$ cat config.mk
export PLATFORM = sky130hd
export DESIGN_NAME = fta_top
export DESIGN_NICKNAME = d
export VERILOG_FILES = /design/src/fta_pkg.sv /design/src/fta_top.sv /design/src/fta_pulse_counter.sv
export SDC_FILE = /design/constraint.sdc
export NUM_CORES = 1
export LEC_CHECK = 0
export ABC_AREA = 1
export BUFFER_PORTS_ARGS = -buffer_cell sky130_fd_sc_hd__buf_2
export CORE_AREA = 2 2 158 160
export DETAILED_ROUTE_END_ITERATION = 10
export DIE_AREA = 0 0 160 162
export PLACE_DENSITY = 0.56
export SETUP_SLACK_MARGIN = 0.5
export SYNTH_ARGS = -nofsm -noshare
export SYNTH_HDL_FRONTEND = slang
export SYNTH_SLANG_ARGS = --single-unit
$ cat constraint.sdc
create_clock -name clk -period 1.6 [get_ports clk]
set_clock_uncertainty 0.15 [all_clocks]
set_input_delay 0 -clock clk [delete_from_list [all_inputs] [get_ports clk]]
set_output_delay 0 -clock clk [all_outputs]
set_load 0.1 [all_outputs]
$ cat src/fta_pkg.sv
// Constants, register map and types for the fan tachometer and pin block
// ---------------------------------------------------------------------
// ---------------------------------------------------------------------
package fta_pkg;

   // Register command codes
   localparam logic [7:0] ADDR_COUNT0     = 8'h0c;
   localparam logic [7:0] ADDR_COUNT1     = 8'h0e;
   localparam logic [7:0] ADDR_COUNT2     = 8'h10;
   localparam logic [7:0] ADDR_COUNT3     = 8'h12;
   localparam logic [7:0] ADDR_PIN_STATUS = 8'h14;
   localparam logic [7:0] ADDR_GATING     = 8'h16;
   localparam logic [7:0] ADDR_PIN_DEF    = 8'h18;
   localparam logic [7:0] ADDR_ALARM_EN   = 8'h1a;
   localparam logic [7:0] ADDR_ALARM_STAT = 8'h1c;
   localparam logic [7:0] ADDR_DRIVE      = 8'h1e;

   // Reset values
   localparam logic [7:0] RST_PIN_DEF    = 8'hff;
   localparam logic [4:0] RST_ALARM_EN   = 5'h00;
   localparam logic [4:0] RST_ALARM_STAT = 5'h00;
   localparam logic [1:0] RST_GATING     = 2'h2;
   localparam logic [7:0] RST_DRIVE      = 8'h00;
   localparam logic [7:0] RST_COUNT      = 8'h00;
   localparam logic [4:0] RST_LEVELS     = 5'h1f;

   // Pin definition field positions
   localparam int PD_LINE_FOUR  = 7;
   localparam int PD_LINE_THREE = 6;
   localparam int PD_TWO_HI     = 5;
   localparam int PD_TWO_LO     = 4;
   localparam int PD_ONE_HI     = 3;
   localparam int PD_ONE_LO     = 2;
   localparam int PD_ZERO_HI    = 1;
   localparam int PD_ZERO_LO    = 0;

   // Alarm bit positions
   localparam int AL_LINE_TWO = 4;
   localparam int AL_LINE_ONE = 3;
   localparam int AL_OVERFLOW = 2;
   localparam int AL_MIN      = 1;
   localparam int AL_MAX      = 0;

   // Pin field codes
   localparam logic [1:0] PIN_CLK_IN   = 2'h0;
   localparam logic [1:0] PIN_SPECIAL  = 2'h1;
   localparam logic [1:0] PIN_DRIVE_LO = 2'h2;

   // Saturation value of a pulse count
   localparam logic [7:0] COUNT_MAX = 8'hff;

   // Timing
   localparam int CLK_PERIOD_NS     = 10;
   localparam int GATE_BASE_MS      = 250;
   localparam int GATE_BASE_CYCLES  =
      GATE_BASE_MS * 1000000 / CLK_PERIOD_NS;
   localparam int CLK_OUT_HALF      = 50;

   // Operating mode as presented by the regulator
   typedef enum logic [1:0]
   {
      FTA_MODE_FULL_ON = 2'h0,
      FTA_MODE_OFF     = 2'h1,
      FTA_MODE_CLOSED  = 2'h2,
      FTA_MODE_OPEN    = 2'h3
   } fta_mode_t;

endpackage

$ cat src/fta_top.sv
// Fan tachometer, pin configuration and alarm register block
`timescale 1ns/1ns
module fta_top
   import fta_pkg::*;
#(
   parameter int QUARTER_CYCLES = fta_pkg::GATE_BASE_CYCLES
)
(
   // Clock and reset
   input  wire logic              clk,
   input  wire logic              rst_n,
   // Register access from the management front end
   input  wire logic [7:0]        reg_addr,
   input  wire logic              reg_wr,
   input  wire logic              reg_rd,
   input  wire logic [7:0]        reg_wdata,
   output logic [7:0]             reg_rdata,
   // Tachometer pulse inputs
   input  wire logic [3:0]        rotation_pulse,
   // Regulator side
   input  wire fta_pkg::fta_mode_t op_mode,
   input  wire logic              min_level_hit,
   input  wire logic              max_level_hit,
   output logic [7:0]             drive_level_code,
   output logic                   full_speed,
   // Open-drain line zero
   input  wire logic              io_line_zero_level,
   output logic                   io_line_zero_data,
   output logic                   io_line_zero_oe,
   // Open-drain line one
   input  wire logic              io_line_one_level,
   output logic                   io_line_one_data,
   output logic                   io_line_one_oe,
   // Open-drain line two
   input  wire logic              io_line_two_level,
   output logic                   io_line_two_data,
   output logic                   io_line_two_oe,
   // Open-drain line three
   input  wire logic              io_line_three_level,
   output logic                   io_line_three_data,
   output logic                   io_line_three_oe,
   // Open-drain line four
   input  wire logic              io_line_four_level,
   output logic                   io_line_four_data,
   output logic                   io_line_four_oe
);
   import fta_pkg::*;

   // ------------------------------------------------------------------
   // State
   // ------------------------------------------------------------------
   typedef struct packed
   {
      logic [7:0]  pin_def;     // Pin definition register
      logic [4:0]  alarm_en;    // Alarm enable bits
      logic [4:0]  alarm_stat;  // Sticky alarm status bits
      logic [1:0]  gate_code;   // Gating interval code
      logic [7:0]  drive;       // Drive level code
      logic [4:0]  io_s1;       // Pin sync stage one
      logic [4:0]  io_s2;       // Pin sync stage two
      logic [3:0]  rotation_pulse_overflow_s1;     // Pulse sync stage one
      logic [3:0]  rotation_pulse_overflow_s2;     // Pulse sync stage two
      logic [3:0]  rotation_pulse_overflow_prev;   // Previous synced pulse level
      logic        ext_prev;    // Previous synced line two level
      logic [31:0] base_cnt;    // Quarter second prescaler
      logic [2:0]  quarter_cnt; // Quarters inside this interval
      logic [7:0]  div_cnt;     // Clock output divider
      logic        clk_out;     // Clock output level
      logic [7:0]  rdata;       // Read data
   } fta_state_t;

   fta_state_t st;
   fta_state_t next_st;

   // Per-channel results
   logic [7:0] chan_count [4];  // Completed counts
   logic [3:0] chan_ovf;        // Completed interval overflows
   logic [3:0] pulse_edge;      // Rising pulse edges
   logic       gate_end;        // Last cycle of an interval
   logic       quarter_tick;    // End of a quarter second
   logic       time_en;         // Time base advance
   logic [4:0] io_raw;          // Pin levels gathered
   logic [4:0] alarm_cond;      // Live alarm causes
   logic       fault;           // Any latched alarm that is enabled
   logic [1:0] two_mode;        // Line two function
   logic [1:0] one_mode;        // Line one function
   logic [1:0] zero_mode;       // Line zero function
   logic [2:0] quarter_last;    // Quarters per interval minus one

   assign io_raw = {io_line_four_level, io_line_three_level,
                    io_line_two_level, io_line_one_level,
                    io_line_zero_level};
   assign two_mode  = st.pin_def[PD_TWO_HI:PD_TWO_LO];
   assign one_mode  = st.pin_def[PD_ONE_HI:PD_ONE_LO];
   assign zero_mode = st.pin_def[PD_ZERO_HI:PD_ZERO_LO];

   // ------------------------------------------------------------------
   // Tachometer channels
   // ------------------------------------------------------------------
   genvar ch;
   generate
      for (ch = 0; ch < 4; ch++)
      begin : g_chan
         // Edge from the second sync stage only
         assign pulse_edge[ch] = st.rotation_pulse_overflow_s2[ch] & ~st.rotation_pulse_overflow_prev[ch];

         fta_pulse_counter u_cnt
         (
            .clk        (clk),
            .rst_n      (rst_n),
            .pulse_edge (pulse_edge[ch]),
            .gate_end   (gate_end),
            .count      (chan_count[ch]),
            .overflow   (chan_ovf[ch])
         );
      end
   endgenerate

   // ------------------------------------------------------------------
   // Time base
   // ------------------------------------------------------------------
   // An external clock on line two replaces the internal time base
   assign time_en = (two_mode == PIN_CLK_IN)
                    ? (st.io_s2[2] & ~st.ext_prev) : 1'b1;
   assign quarter_tick = time_en &&
      (st.base_cnt == 32'(QUARTER_CYCLES - 1));
   // Interval is one, two, four or eight quarter seconds
   assign quarter_last = 3'((4'h1 << st.gate_code) - 4'h1);
   assign gate_end = quarter_tick && (st.quarter_cnt >= quarter_last);

   // ------------------------------------------------------------------
   // Alarm causes and fault flag
   // ------------------------------------------------------------------
   always_comb
   begin
      alarm_cond = 5'h00;
      alarm_cond[AL_LINE_TWO] = ~st.io_s2[2];
      alarm_cond[AL_LINE_ONE] = ~st.io_s2[1];
      alarm_cond[AL_OVERFLOW] = |chan_ovf;
      // Level alarms only while the loop regulates
      alarm_cond[AL_MIN] = min_level_hit &&
                           (op_mode == FTA_MODE_CLOSED);
      alarm_cond[AL_MAX] = max_level_hit &&
                           (op_mode == FTA_MODE_CLOSED);
   end

   // Status keeps bits whose enable was later cleared, so only enabled bits are a fault
   assign fault = |(st.alarm_stat & st.alarm_en);

   // ------------------------------------------------------------------
   // Next state
   // ------------------------------------------------------------------
   always_comb
   begin
      next_st = st;

      // Two-stage synchronisers on every pin and pulse input
      next_st.io_s1     = io_raw;
      next_st.io_s2     = st.io_s1;
      next_st.rotation_pulse_overflow_s1   = rotation_pulse;
      next_st.rotation_pulse_overflow_s2   = st.rotation_pulse_overflow_s1;
      next_st.rotation_pulse_overflow_prev = st.rotation_pulse_overflow_s2;
      next_st.ext_prev  = st.io_s2[2];

      // Quarter second prescaler and interval position
      if (time_en)
      begin
         if (quarter_tick)
            next_st.base_cnt = 32'h0;
         else
            next_st.base_cnt = st.base_cnt + 32'h1;
      end
      if (gate_end)
         next_st.quarter_cnt = 3'h0;
      else if (quarter_tick)
         next_st.quarter_cnt = st.quarter_cnt + 3'h1;

      // Free-running clock output for line two
      if (st.div_cnt == 8'(CLK_OUT_HALF - 1))
      begin
         next_st.div_cnt = 8'h00;
         next_st.clk_out = ~st.clk_out;
      end
      else
         next_st.div_cnt = st.div_cnt + 8'h01;

      // Register writes
      if (reg_wr)
      begin
         case (reg_addr)
            ADDR_PIN_DEF:
               next_st.pin_def = reg_wdata;
            ADDR_ALARM_EN:
               next_st.alarm_en = reg_wdata[4:0];
            ADDR_GATING:
               next_st.gate_code = reg_wdata[1:0];
            ADDR_DRIVE:
               next_st.drive = reg_wdata;
            default:
               next_st.rdata = st.rdata;
         endcase
      end

      // Register reads, data held until the next read
      if (reg_rd)
      begin
         case (reg_addr)
            ADDR_COUNT0:     next_st.rdata = chan_count[0];
            ADDR_COUNT1:     next_st.rdata = chan_count[1];
            ADDR_COUNT2:     next_st.rdata = chan_count[2];
            ADDR_COUNT3:     next_st.rdata = chan_count[3];
            ADDR_PIN_STATUS: next_st.rdata = {3'h0, st.io_s2};
            ADDR_GATING:     next_st.rdata = {6'h00, st.gate_code};
            ADDR_PIN_DEF:    next_st.rdata = st.pin_def;
            ADDR_ALARM_EN:   next_st.rdata = {3'h0, st.alarm_en};
            ADDR_ALARM_STAT: next_st.rdata = {3'h0, st.alarm_stat};
            ADDR_DRIVE:      next_st.rdata = st.drive;
            default:         next_st.rdata = 8'h00;
         endcase
      end

      // Sticky status: read clears bits whose cause is gone,
      // and a live enabled cause always wins over the clear
      if (reg_rd && (reg_addr == ADDR_ALARM_STAT))
         next_st.alarm_stat = st.alarm_stat & alarm_cond;
      next_st.alarm_stat = next_st.alarm_stat |
                           (alarm_cond & st.alarm_en);
   end

   // ------------------------------------------------------------------
   // State register
   // ------------------------------------------------------------------
   always_ff @(posedge clk)
   begin
      if (!rst_n)
      begin
         st.pin_def     <= RST_PIN_DEF;
         st.alarm_en    <= RST_ALARM_EN;
         st.alarm_stat  <= RST_ALARM_STAT;
         st.gate_code   <= RST_GATING;
         st.drive       <= RST_DRIVE;
         st.io_s1       <= RST_LEVELS;
         st.io_s2       <= RST_LEVELS;
         st.rotation_pulse_overflow_s1     <= 4'h0;
         st.rotation_pulse_overflow_s2     <= 4'h0;
         st.rotation_pulse_overflow_prev   <= 4'h0;
         st.ext_prev    <= 1'b1;
         st.base_cnt    <= 32'h0;
         st.quarter_cnt <= 3'h0;
         st.div_cnt     <= 8'h00;
         st.clk_out     <= 1'b0;
         st.rdata       <= 8'h00;
      end
      else
         st <= next_st;
   end

   // ------------------------------------------------------------------
   // Outputs
   // ------------------------------------------------------------------
   assign reg_rdata        = st.rdata;
   assign drive_level_code = st.drive;

   // Override input low forces the fan fully on
   assign full_speed = (one_mode == PIN_SPECIAL) &&
                       !st.io_s2[1];

   // Open-drain lines only ever pull low
   assign io_line_zero_data  = 1'b0;
   assign io_line_one_data   = 1'b0;
   assign io_line_two_data   = 1'b0;
   assign io_line_three_data = 1'b0;
   assign io_line_four_data  = 1'b0;

   // Line zero: fault flag pulls low while a fault is latched
   assign io_line_zero_oe = (zero_mode == PIN_DRIVE_LO) ||
      ((zero_mode == PIN_SPECIAL) && fault);

   // Line one: only drives in the low code
   assign io_line_one_oe = (one_mode == PIN_DRIVE_LO);

   // Line two: low code or low half of the clock output
   assign io_line_two_oe = (two_mode == PIN_DRIVE_LO) ||
      ((two_mode == PIN_SPECIAL) && !st.clk_out);

   // Lines three and four: a zero bit pulls the line low
   assign io_line_three_oe = !st.pin_def[PD_LINE_THREE];
   assign io_line_four_oe  = !st.pin_def[PD_LINE_FOUR];

endmodule // fta_top

$ cat src/fta_pulse_counter.sv
// One tachometer channel: pulse counter with interval latch
`timescale 1ns/1ns
module fta_pulse_counter
   import fta_pkg::*;
(
   // Clock and reset
   input  wire logic       clk,
   input  wire logic       rst_n,
   // Events from the top
   input  wire logic       pulse_edge,
   input  wire logic       gate_end,
   // Results
   output logic [7:0]      count,
   output logic            overflow
);
   import fta_pkg::*;

   // ------------------------------------------------------------------
   // State
   // ------------------------------------------------------------------
   typedef struct packed
   {
      logic [7:0] run;      // Running pulse count
      logic       run_ovf;  // Running interval overflowed
      logic [7:0] count;    // Completed interval count
      logic       ovf;      // Completed interval overflowed
   } fta_cnt_state_t;

   fta_cnt_state_t st;
   fta_cnt_state_t next_st;

   // Count, saturate and latch at interval end
   always_comb
   begin
      next_st = st;
      if (gate_end)
      begin
         // Latch the finished interval, restart from zero, or from one if a pulse edge comes in the same cycle
         next_st.count   = st.run;
         next_st.ovf     = st.run_ovf;
         next_st.run     = pulse_edge ? 8'h01 : 8'h00;
         next_st.run_ovf = 1'b0;
      end
      else if (pulse_edge)
      begin
         // Saturate at full scale and remember the overflow
         if (st.run == COUNT_MAX)
            next_st.run_ovf = 1'b1;
         else
            next_st.run = st.run + 8'h01;
      end
   end

   // State register
   always_ff @(posedge clk)
   begin
      if (!rst_n)
      begin
         st.run     <= RST_COUNT;
         st.run_ovf <= 1'b0;
         st.count   <= RST_COUNT;
         st.ovf     <= 1'b0;
      end
      else
         st <= next_st;
   end

   assign count    = st.count;
   assign overflow = st.ovf;

endmodule // fta_pulse_counter

==> results.ini, run 1 <==
[sta]
fin_crit_sh = 1.17
setup_viol = 102
worst_slack_ps = -279
hold_viol = 58
max_freq_mhz = 532
final_max_slew_viol_count = 0
hold_ws_ps = -117
rsz0062_at_grt = true
final.min_clock_period_ps = 1880

[place]
hpwl_um = 16500
portBuffers = 54
place.gp.congestion = 0.835

[synthesis]
synth_cells = 1204
ys.flop_type = dfxtp_1
synth.distinct_cells = 41
async_flop_share = 0
yosys_register_bits = 175
synth_area_leaders = dfxtp_1 (42%), nand2_1 (10%), inv_1 (7.7%)
yosysTopAreaCellShare = 0.417
yosysWarnings = 0
syn_area_um2 = 8400
synth-seq-area-share = 0.417
synth.avg_cell_area_um2 = 6.97
yosysTopAreaCell = dfxtp_1
synth_edf_count = 0

[clock_tree]
cts_sinks = 175
clock_latency_ps = 440
root_buffer = clkbuf_16
clkTransAtPathRegs_ps = 70
htree_num_levels = 4
cts_buffer_depth = 2
tritoncts = done
numCtsBuffers = 17

[routing]
drc = 0
drt_iter0_markers = 422
antenna_left = 0
wirelength_um = 24200
num_vias = 8372
viasPerCell = 4.68
wl_per_cell_um = 13.5
firstDrtPassIters = 5

[global_routing]
grt_use_total = 0.187
grt_overflow = 0
antenna_found_initial = 0
grt_pass1_vias = 8139
grt_max_degree = 50
grt_first_pass_wirelength_um = 39400

[die]
core_area_um2 = 24100
die_w_um = 160
die_area_um2 = 25900
die_y_um = 162
initial_core_util = 0.348
rows = 57
ios = 60

[worst_setup_path]
cp_common_cell = inv_4
start_kind = flip-flop
crit_fanout = 7
reg2reg_from = st[84]
r2r_slack_ps = -280
required_ps = 1780
ff2ff_path_depth = 10
worstSetupEndpointType = flip-flop
path_cells = inv_4, nand2_2, ha_1, nand3b_1, nand3_2, nand4_4, nand2_4, inv_4, buf_12, and3_4
critical_path_class = reg -> reg
cp.arrival_ps = 2060
reg2reg_to = g_chan[3].u_cnt.st[16]
cp_slowest_cell = dfxtp_4
max_stage_delay_ps = 370

[power]
cellLeakagePower_nw = 5.35
power_mw = 9.12
ir_drop_v = 0.000528
power.density_cell_area_nw_per_um2 = 702

[final_layout]
synthToLayoutAreaGrowth_pct = 54.6
antenna_cells = 0
nets = 1495
nFillCells = 2226
finish.utilization = 0.538
drive_above_1_share = 0.424

[run_status]
violations = hold timing, setup timing
run_status = finished with violations

[worst_hold_path]
hold_depth = 4
min_to = next_st[59]
min-delay-path-class = in -> reg
hold_start = rst_n

[run]
drv_cap = 0

## flip-flops by register name (all words and copies together), names as in the netlist
| name | flops |
|---|---|
| drive_level_code | 8 |
| g_chan.u_cnt.count | 32 |
| g_chan.u_cnt.overflow | 4 |
| g_chan.u_cnt.st | 36 |
| next_st | 14 |
| one_mode | 2 |
| reg_rdata | 8 |
| st | 71 |
## worst max-delay path by stage
| stage | end | slack (ps) | startpoint |
|---|---|---|---|
| after floorplan | g_chan[2].u_cnt.count[5] | -60 | st[84] |
| after detailed placement | st[25] | -280 | st[20] |
| after global routing | g_chan[3].u_cnt.st[16] | -340 | st[84] |
| after global placement | st[25] | -230 | st[20] |
| final | g_chan[3].u_cnt.st[16] | -280 | st[84] |
| after CTS | g_chan[1].u_cnt.st[14] | -220 | st[83] |
## timing repair
item / in CTS / in global routing
cloned: 3 / 1
hold buffers: 27 / 2
buffers inserted: 23 / 22
resized for setup: 252 / 144
endpoints found under the setup margin: 145 / 168
pin swaps: 57 / 59
endpoints found under the hold margin: 94 / 74
## cells in the mapped netlist (all sizes together), types with 2 or more instances
master	instances
nand2	239
inv	177
dfxtp	175
nor2	133
nand3	112
a21oi	109
o21ai	93
buf	38
nor3	31
clkbuf	18
nand4	15
or2	13
ha	11
nand3b	7
xor2	6
nor3b	5
a211oi	4
o21a	4
clkinv	2
nor4	2
o22ai	2
## worst max-delay path: cells and delay by family (launching register included)
| family | cells | cell delay (ps) |
|---|---|---|
| AND/OR/NAND/NOR | 6 | 830 |
| buffers and inverters | 3 | 250 |
| flip-flops | 1 | 370 |
| adder cells (fa/ha/maj) | 1 | 170 |
## logic make-up after synthesis
kind of cell    count (synthesis)  synth area share
xor+xnor                        7           0.00730
other cells                     1          0.000447
compound gates                216             0.135
flops                         175             0.417
fa+ha+maj                      11            0.0164
buf+inv                       235             0.123
simple gates                  559             0.300
## power breakdown
group,leakage (nW),internal (mW),switching [mW],total [mW]
clock,0.277,2.08,1.99,4.08
sequential,1.44,4.37,0.0365,4.41
combinational,3.63,0.258,0.371,0.629
## cell type report
type,count,area [um2],area share
clock buffers,18,429,0.0331
clock inverters,14,144,0.0111
inverters,179,714,0.0550
repair buffers,280,2680,0.206
multi-input cells,798,4980,0.384
flip-flops and latches,175,3630,0.279
well taps,324,405,0.0312
## metal layers
metal / part of all wire / wire length (um) / GRT usage / up-vias
met5: 0 / 0 / 0 / -
met4: 0.025 / 616 / 0.0770 / 0
met3: 0.026 / 617 / 0.0296 / 39
met2: 0.50 / 12100 / 0.325 / 139
met1: 0.45 / 10900 / 0.231 / 3853
li1: - / - / - / 4341
## cells in the final DEF, fill, tap and decap left out, types with 6 or more instances in the layout
| master | instances |
|---|---|
| nor2_1 | 80 |
| o21ai_1 | 16 |
| nand3_2 | 21 |
| inv_2 | 16 |
| buf_6 | 39 |
| nor3_2 | 13 |
| dfxtp_1 | 112 |
| or2_2 | 11 |
| inv_6 | 6 |
| inv_4 | 9 |
| nand3_4 | 6 |
| nand2_2 | 40 |
| dlygate4sd3_1 | 25 |
| nor2_2 | 20 |
| nand3b_1 | 7 |
| buf_2 | 33 |
| nor2_4 | 33 |
| nand2_1 | 175 |
| nand4_1 | 14 |
| buf_12 | 30 |
| nand3_1 | 85 |
| ha_1 | 6 |
| dfxtp_2 | 45 |
| clkbuf_16 | 17 |
| o21ai_0 | 59 |
| o21ai_2 | 15 |
| a21oi_1 | 81 |
| inv_1 | 148 |
| nand2_4 | 24 |
| nor3_1 | 15 |
| xor2_1 | 6 |
| a21oi_2 | 27 |
| dfxtp_4 | 18 |
| buf_4 | 148 |
## per-stage QoR
stage	instances	setup TNS [ps]	instance area, um2	setup slack (ps)	hold WS, ps
floorplan	1208	-1560	8910	-57.5	-52.4
global placement	1682	-16140	10400	-234	34.1
detailed placement	1682	-17890	10400	-281	35.8
CTS	1767	-14630	12300	-219	-122
global route	1788	-26610	13000	-336	-92.6
finish	1788	-18610	13000	-279	-117
No activity file was read; power rests on OpenSTA's default activity.
==> inputs of run 2 (changes only) <==
--- a/config.mk
+++ b/config.mk
@@ -8,9 +8,11 @@
 export ABC_AREA = 1
 export BUFFER_PORTS_ARGS = -buffer_cell sky130_fd_sc_hd__buf_2
 export CORE_AREA = 2 2 158 160
+export CTS_CLUSTER_SIZE = 16
 export DETAILED_ROUTE_END_ITERATION = 10
 export DIE_AREA = 0 0 160 162
 export PLACE_DENSITY = 0.56
+export REMOVE_ABC_BUFFERS = 1
 export SETUP_SLACK_MARGIN = 0.5
 export SYNTH_ARGS = -nofsm -noshare
 export SYNTH_HDL_FRONTEND = slang
==> results.ini, run 2 (synthesized netlist as in run 1, its figures left out) <==
[run_status]
run_status = finished with violations
violations = hold timing, setup timing

[run]
drv_cap = 0  ; unchanged

[clock_tree]
numCtsBuffers = 17  ; unchanged
cts_buffer_depth = 2  ; unchanged
clkTransAtPathRegs_ps = 80  ; about the same
cts_sinks = 175  ; unchanged
htree_num_levels = 4  ; unchanged
root_buffer = clkbuf_16
tritoncts = done
clock_latency_ps = 450  ; about the same

[sta]
rsz0062_at_grt = true
worst_slack_ps = -313  ; -33.9 ps
max_freq_mhz = 523  ; -1.8%
final.min_clock_period_ps = 1910  ; +33.9 ps
setup_viol = 106  ; +3.9%
fin_crit_sh = 1.20  ; +0.0212
hold_ws_ps = -80.0  ; +37.0 ps
hold_viol = 43  ; -26%
final_max_slew_viol_count = 0  ; unchanged

[routing]
num_vias = 8572  ; +2.4%
antenna_left = 0  ; unchanged
drc = 0  ; unchanged
wl_per_cell_um = 14.7  ; +8.6%
drt_iter0_markers = 511  ; +21%
wirelength_um = 26600  ; +9.9%
viasPerCell = 4.74  ; +1.2%
firstDrtPassIters = 5  ; unchanged

[power]
clkPwrFrac = 0.456  ; +0.009
cellLeakagePower_nw = 5.48  ; +2.5%
power_frac_seq = 0.470  ; -0.014
switching_power_mw = 2.49  ; +3.7%
swShare = 0.264  ; +0.00115
pwr-share-comb = 0.075  ; +0.006
power.density_cell_area_nw_per_um2 = 713  ; +1.6%
p_int_mw = 6.92  ; +3.1%
ir_drop_v = 0.000707  ; +34%

[global_routing]
grt_overflow = 0  ; unchanged
grt_max_degree = 75  ; +50%
grt_first_pass_wirelength_um = 42000  ; +6.7%
grt_pass1_vias = 8340  ; +2.5%
grt_use_total = 0.202  ; +0.0152
antenna_found_initial = 0  ; unchanged

[die]
core_area_um2 = 24100  ; unchanged
die_y_um = 162  ; unchanged
initial_core_util = 0.348  ; unchanged
rows = 57  ; unchanged
die_area_um2 = 25900  ; unchanged
ios = 60  ; unchanged
die_w_um = 160  ; unchanged

[worst_hold_path]
min_to = st[94]
hold_start = reg_wr
min-delay-path-class = in -> reg
hold_depth = 3  ; -1

[place]
portBuffers = 54  ; unchanged
place.gp.congestion = 0.880  ; +5.4%
hpwl_um = 17100  ; +4.0%

[final_layout]
drive_above_1_share = 0.412  ; -0.0121
nets = 1516  ; +1.4%
antenna_cells = 0  ; unchanged
final_common_cell = nand2_1
top_regs = st: 71 flops, g_chan.u_cnt.st: 36 flops, g_chan.u_cnt.count: 32 flops
most-common-layout-cells = nand2_1 (190), buf_4 (172), inv_1 (157), dfxtp_1 (126), nand3_1 (97)
largest-register = st
finish.utilization = 0.547  ; +0.00887
largest_reg_flops = 71  ; unchanged
synthToLayoutAreaGrowth_pct = 57.1
nFillCells = 2169  ; -2.6%

[worst_setup_path]
required_ps = 1790  ; about the same
path_cells = nand2_2, ha_4, nand3b_1, nand3_2, nand4_4, buf_12, buf_12, buf_6, o21ai_4, a21oi_2
reg2reg_to = g_chan[2].u_cnt.count[5]
crit_fanout = 7  ; unchanged
cp.arrival_ps = 2100  ; +40 ps
critical_path_class = reg -> reg
reg2reg_from = st[83]
start_kind = flip-flop
path_buf_inv = 3  ; unchanged
cp_common_cell = buf_12
r2r_slack_ps = -310  ; -30 ps
max_stage_delay_ps = 370  ; about the same
worstSetupEndpointType = flip-flop
ff2ff_path_depth = 10  ; unchanged
cp_top_family = buffers and inverters
cp_slowest_cell = dfxtp_4

==> run 2: cell count changes in the layout (fill, tap and decap cells not counted), moves of 14 or more <==
cell,before,now
buf_4,148,172
o21ai_0,59,41
a21oi_1,81,66
nand2_1,175,190
a21oi_2,27,41
dfxtp_1,112,126
==> run 2: worst max path at each step <==
stage | from | to | slack [ps] | cells past startpoint
finish | st[83] | g_chan[2].u_cnt.count[5] | -310 | 10
global route | st[84] | g_chan[2].u_cnt.count[5] | -380 | 11
floorplan | reg_addr[5] | drive_level_code[0] | -1250 | 6
detailed placement | st[84] | g_chan[1].u_cnt.st[14] | -300 | 10
global placement | st[84] | g_chan[1].u_cnt.count[7] | -270 | 9
CTS | st[20] | st[21] | -240 | 13
==> run 2: layout make-up <==
| class | instances | area [um2] | share of cell area |
|---|---|---|---|
| clock inverter | 14 | 168 | 0.0127 |
| inverter | 179 | 694 | 0.0526 |
| timing repair buffer | 301 | 2980 | 0.226 |
| sequential | 175 | 3600 | 0.273 |
| clock buffer | 18 | 429 | 0.0325 |
| multi-input combinational | 798 | 4910 | 0.373 |
| tap | 324 | 405 | 0.0307 |
==> run 2: metrics by stage <==
stage / worst slack (ps) / std cells / power, mW / area, um2 / TNS [ps]
2_1_floorplan: -1250 / 1152 / 4.76 / 8050 / -89130
3_3_place_gp: -274 / 1700 / 5.00 / 10100 / -18560
3_5_place_dp: -299 / 1700 / 5.01 / 10100 / -22120
4_1_cts: -244 / 1794 / 9.42 / 12500 / -16370
5_1_grt: -377 / 1809 / 9.73 / 13200 / -31250
6_report: -313 / 1809 / 9.41 / 13200 / -24300
==> run 2: power groups by stage <==
stage,Clock [mW],Sequential (mW),Combinational (mW)
after global routing,4.55,4.42,0.759
after CTS,4.35,4.42,0.645
after global placement,0,4.52,0.476
after floorplan,0,4.53,0.233
after detailed placement,0,4.52,0.480
final,4.29,4.42,0.702
==> run 2: worst register-to-register path: stages, from the launching register on <==
cell and delay, ps:
dfxtp_4 370, nand2_2 70, ha_4 280, nand3b_1 110, nand3_2 130, nand4_4 120, buf_12 190, buf_12 140
buf_6 120, o21ai_4 110, a21oi_2 40
==> run 2: routing by layer <==
metal  vias to the layer above  wire length, um  track usage
met5                         -                0            0
met4                         0              564       0.0778
met3                        32              853       0.0258
met2                       147            12900        0.348
met1                      3996            12200        0.259
li1                       4397                -            -
==> run 2: timing repair <==
| item | in CTS | in global routing |
|---|---|---|
| hold endpoints to repair | 91 | 31 |
| buffers inserted | 28 | 15 |
| hold buffers | 27 | 1 |
| pin swaps | 51 | 76 |
| endpoints found under the setup margin | 146 | 175 |
| gates resized for setup | 348 | 162 |
| cloned | 7 | 3 |
==> inputs of run 3 (changes only) <==
--- a/config.mk
+++ b/config.mk
@@ -5,13 +5,12 @@
 export SDC_FILE = /design/constraint.sdc
 export NUM_CORES = 1
 export LEC_CHECK = 0
-export ABC_AREA = 1
 export BUFFER_PORTS_ARGS = -buffer_cell sky130_fd_sc_hd__buf_2
-export CORE_AREA = 2 2 158 160
+export CORE_AREA = 2 2 155 157
 export CTS_CLUSTER_SIZE = 16
 export DETAILED_ROUTE_END_ITERATION = 10
-export DIE_AREA = 0 0 160 162
-export PLACE_DENSITY = 0.56
+export DIE_AREA = 0 0 157 159
+export PLACE_DENSITY = 0.55
 export REMOVE_ABC_BUFFERS = 1
 export SETUP_SLACK_MARGIN = 0.5
 export SYNTH_ARGS = -nofsm -noshare
==> results.ini, run 3 <==
[run_status]
run_status = finished with violations
violations = hold timing, setup timing

[die]
ios = 60  ; unchanged
rows = 56  ; -1.8%
die_area_um2 = 25000  ; -3.7%
die_w_um = 157  ; -1.9%
initial_core_util = 0.345  ; -0.00371
die_y_um = 159  ; -1.9%
core_area_um2 = 23200  ; -3.8%

[clock_tree]
cts_sinks = 175  ; unchanged
clkTransAtPathRegs_ps = 70  ; about the same
root_buffer = clkbuf_16
numCtsBuffers = 17  ; unchanged
htree_num_levels = 4  ; unchanged
tritoncts = done
clock_latency_ps = 430  ; -20 ps
cts_buffer_depth = 2  ; unchanged

[final_layout]
nFillCells = 2074  ; -4.4%
synthToLayoutAreaGrowth_pct = 55.6
design_area_um2 = 12400  ; -5.7%
most-common-layout-cells = buf_4 (147), dfxtp_1 (136), nand2_1 (104), nor2_1 (65), nand3_1 (48)
largest_reg_flops = 71  ; unchanged
antenna_cells = 0  ; unchanged
drive_above_1_share = 0.412  ; about the same
multi_input_comb_area_um2 = 5000  ; +1.8%
fin_cells = 1512  ; -16%
top_regs = st: 71 flops, g_chan.u_cnt.st: 36 flops, g_chan.u_cnt.count: 32 flops
largest-register = st
nets = 1224  ; -19%
final_common_cell = buf_4
regArea_um2 = 3590  ; -0.28%

[synthesis]
async_flop_share = 0  ; unchanged
synth.avg_cell_area_um2 = 8.55  ; +23%
yosys-top-cells-count = dfxtp_1 (175), nand2_1 (142), nor2_1 (98)
synth_edf_count = 0  ; unchanged
syn_area_um2 = 7990  ; -4.8%
yosys_register_bits = 175  ; unchanged
yosysTopAreaCell = dfxtp_1
synth_area_leaders = dfxtp_1 (44%), nand2_1 (6.7%), nor2_1 (4.6%)
yosysTopAreaCellShare = 0.438  ; +0.0211
synth.distinct_cells = 66  ; +61%
synth-seq-area-share = 0.438  ; +0.0211
synth_cells = 935  ; -22%
ys.flop_type = dfxtp_1
yosysMostFrequentCell = dfxtp_1
yosysWarnings = 0  ; unchanged

[worst_setup_path]
start_kind = flip-flop
reg2reg_to = st[18]
critical_path_class = reg -> reg
worstSetupEndpointType = flip-flop
cp.arrival_ps = 2480  ; +380 ps
reg2reg_from = st[45]
r2r_slack_ps = -710  ; -400 ps
critPathCapture = st[18]
required_ps = 1760  ; -30 ps
crit_fanout = 6  ; -1
critical_path.startpoint = st[45]
ff2ff_path_depth = 6  ; -4

[sta]
fin_crit_sh = 1.45  ; +0.251
hold_ws_ps = -47.3  ; +32.7 ps
worst_slack_ps = -715  ; -402 ps
rsz0062_at_grt = true
tightest_slew_ps = 526
hold_viol = 2  ; -95%
max-slew-margin-rel = 0.649
max_freq_mhz = 432  ; -17%
final_max_slew_viol_count = 0  ; unchanged
setup_viol = 109  ; +2.8%
final.min_clock_period_ps = 2310  ; +402 ps

[power]
cellLeakagePower_nw = 4.99  ; -9.0%
power.density_cell_area_nw_per_um2 = 725  ; +1.6%
ir_drop_v = 0.000646  ; -8.7%

[run]
drv_cap = 0  ; unchanged

[global_routing]
grt_overflow = 0  ; unchanged
grt_max_degree = 43  ; -43%
grt_pass1_vias = 6959  ; -17%
antenna_found_initial = 0  ; unchanged
grt_use_total = 0.182  ; -0.0201
grt_first_pass_wirelength_um = 36300  ; -14%

[place]
place_area_um2 = 9720  ; -3.9%
hpwl_um = 15600  ; -8.9%
place.gp.congestion = 0.858  ; -2.5%
portBuffers = 54  ; unchanged
dp_cells = 1417  ; -17%

[routing]
wl_per_cell_um = 15.7  ; +6.8%
firstDrtPassIters = 5  ; unchanged
antenna_left = 0  ; unchanged
viasPerCell = 4.92  ; +3.8%
drc = 0  ; unchanged
drt_iter0_markers = 504  ; -1.4%
wirelength_um = 23700  ; -11%
num_vias = 7435  ; -13%

[worst_hold_path]
hold_start = reg_addr[7]
min-delay-path-class = in -> reg

==> run 3: logic make-up after synthesis <==
group / count (synthesis) / share of synthesized area
muxes: 21 / 0.0304
adders and majority gates: 11 / 0.0172
and+or+nand+nor: 450 / 0.277
AOI/OAI and AO/OA: 143 / 0.123
other: 1 / 0.000469
buffers and inverters: 80 / 0.0537
xor gates and xnor gates: 54 / 0.0592
DFF: 175 / 0.438
==> run 3: cell type report <==
cell class	instances	area share
timing repair buffer	286	0.228
inverter	15	0.00473
tap	319	0.0321
sequential	175	0.289
clock buffer	20	0.0359
clock inverter	12	0.00815
multi-input combinational	685	0.402
==> run 3: power by group <==
part | total (mW) | internal (mW) | leakage, nW | switching (mW)
sequential | 4.40 | 4.38 | 1.43 | 0.0283
clock | 3.91 | 2.06 | 0.259 | 1.85
combinational | 0.696 | 0.327 | 3.30 | 0.369
==> run 3: through the flow <==
step	utilization	hold WS, ps	TNS, ps	worst slack (ps)	total power, mW
global placement	0.419	34.5	-69490	-742	5.01
global route	0.536	-23.0	-74160	-829	9.35
CTS	0.494	-40.9	-69500	-755	9.01
floorplan	-	-88.1	-142650	-1890	4.73
detailed placement	0.419	39.5	-75580	-794	5.02
finish	0.536	-47.3	-65930	-715	9.01
==> run 3: worst max-delay path, cell delays in order (launching register included) <==
cell and delay, ps:
dfxtp_2 320, or4b_4 560, or3_4 350, or4_4 450, buf_12 170, mux2i_1 140
nor2_1 60
==> run 3: routing by layer <==
metal  wire length, um  GRT usage
met5                 0          0
met4               313     0.0442
met3               796     0.0373
met2             11100      0.281
met1             11500      0.260
==> run 3: worst min path at each step <==
stage / end / slack, ps / depth (start not counted)
after floorplan: st[84] / -90 / 1
after global placement: next_st[68] / 30 / 2
after detailed placement: next_st[68] / 40 / 2
after CTS: st[83] / -40 / 5
after global routing: st[83] / -20 / 5
final: st[83] / -50 / 5
==> run 3: repair_timing <==
item / in CTS / in global routing
gates resized for setup: 225 / 231
pin swaps: 49 / 112
hold buffers: 29 / 1
cloned: 2 / 8
endpoints found under the setup margin: 172 / 196
endpoints found under the hold margin: 85 / 3
setup buffers: 11 / 12
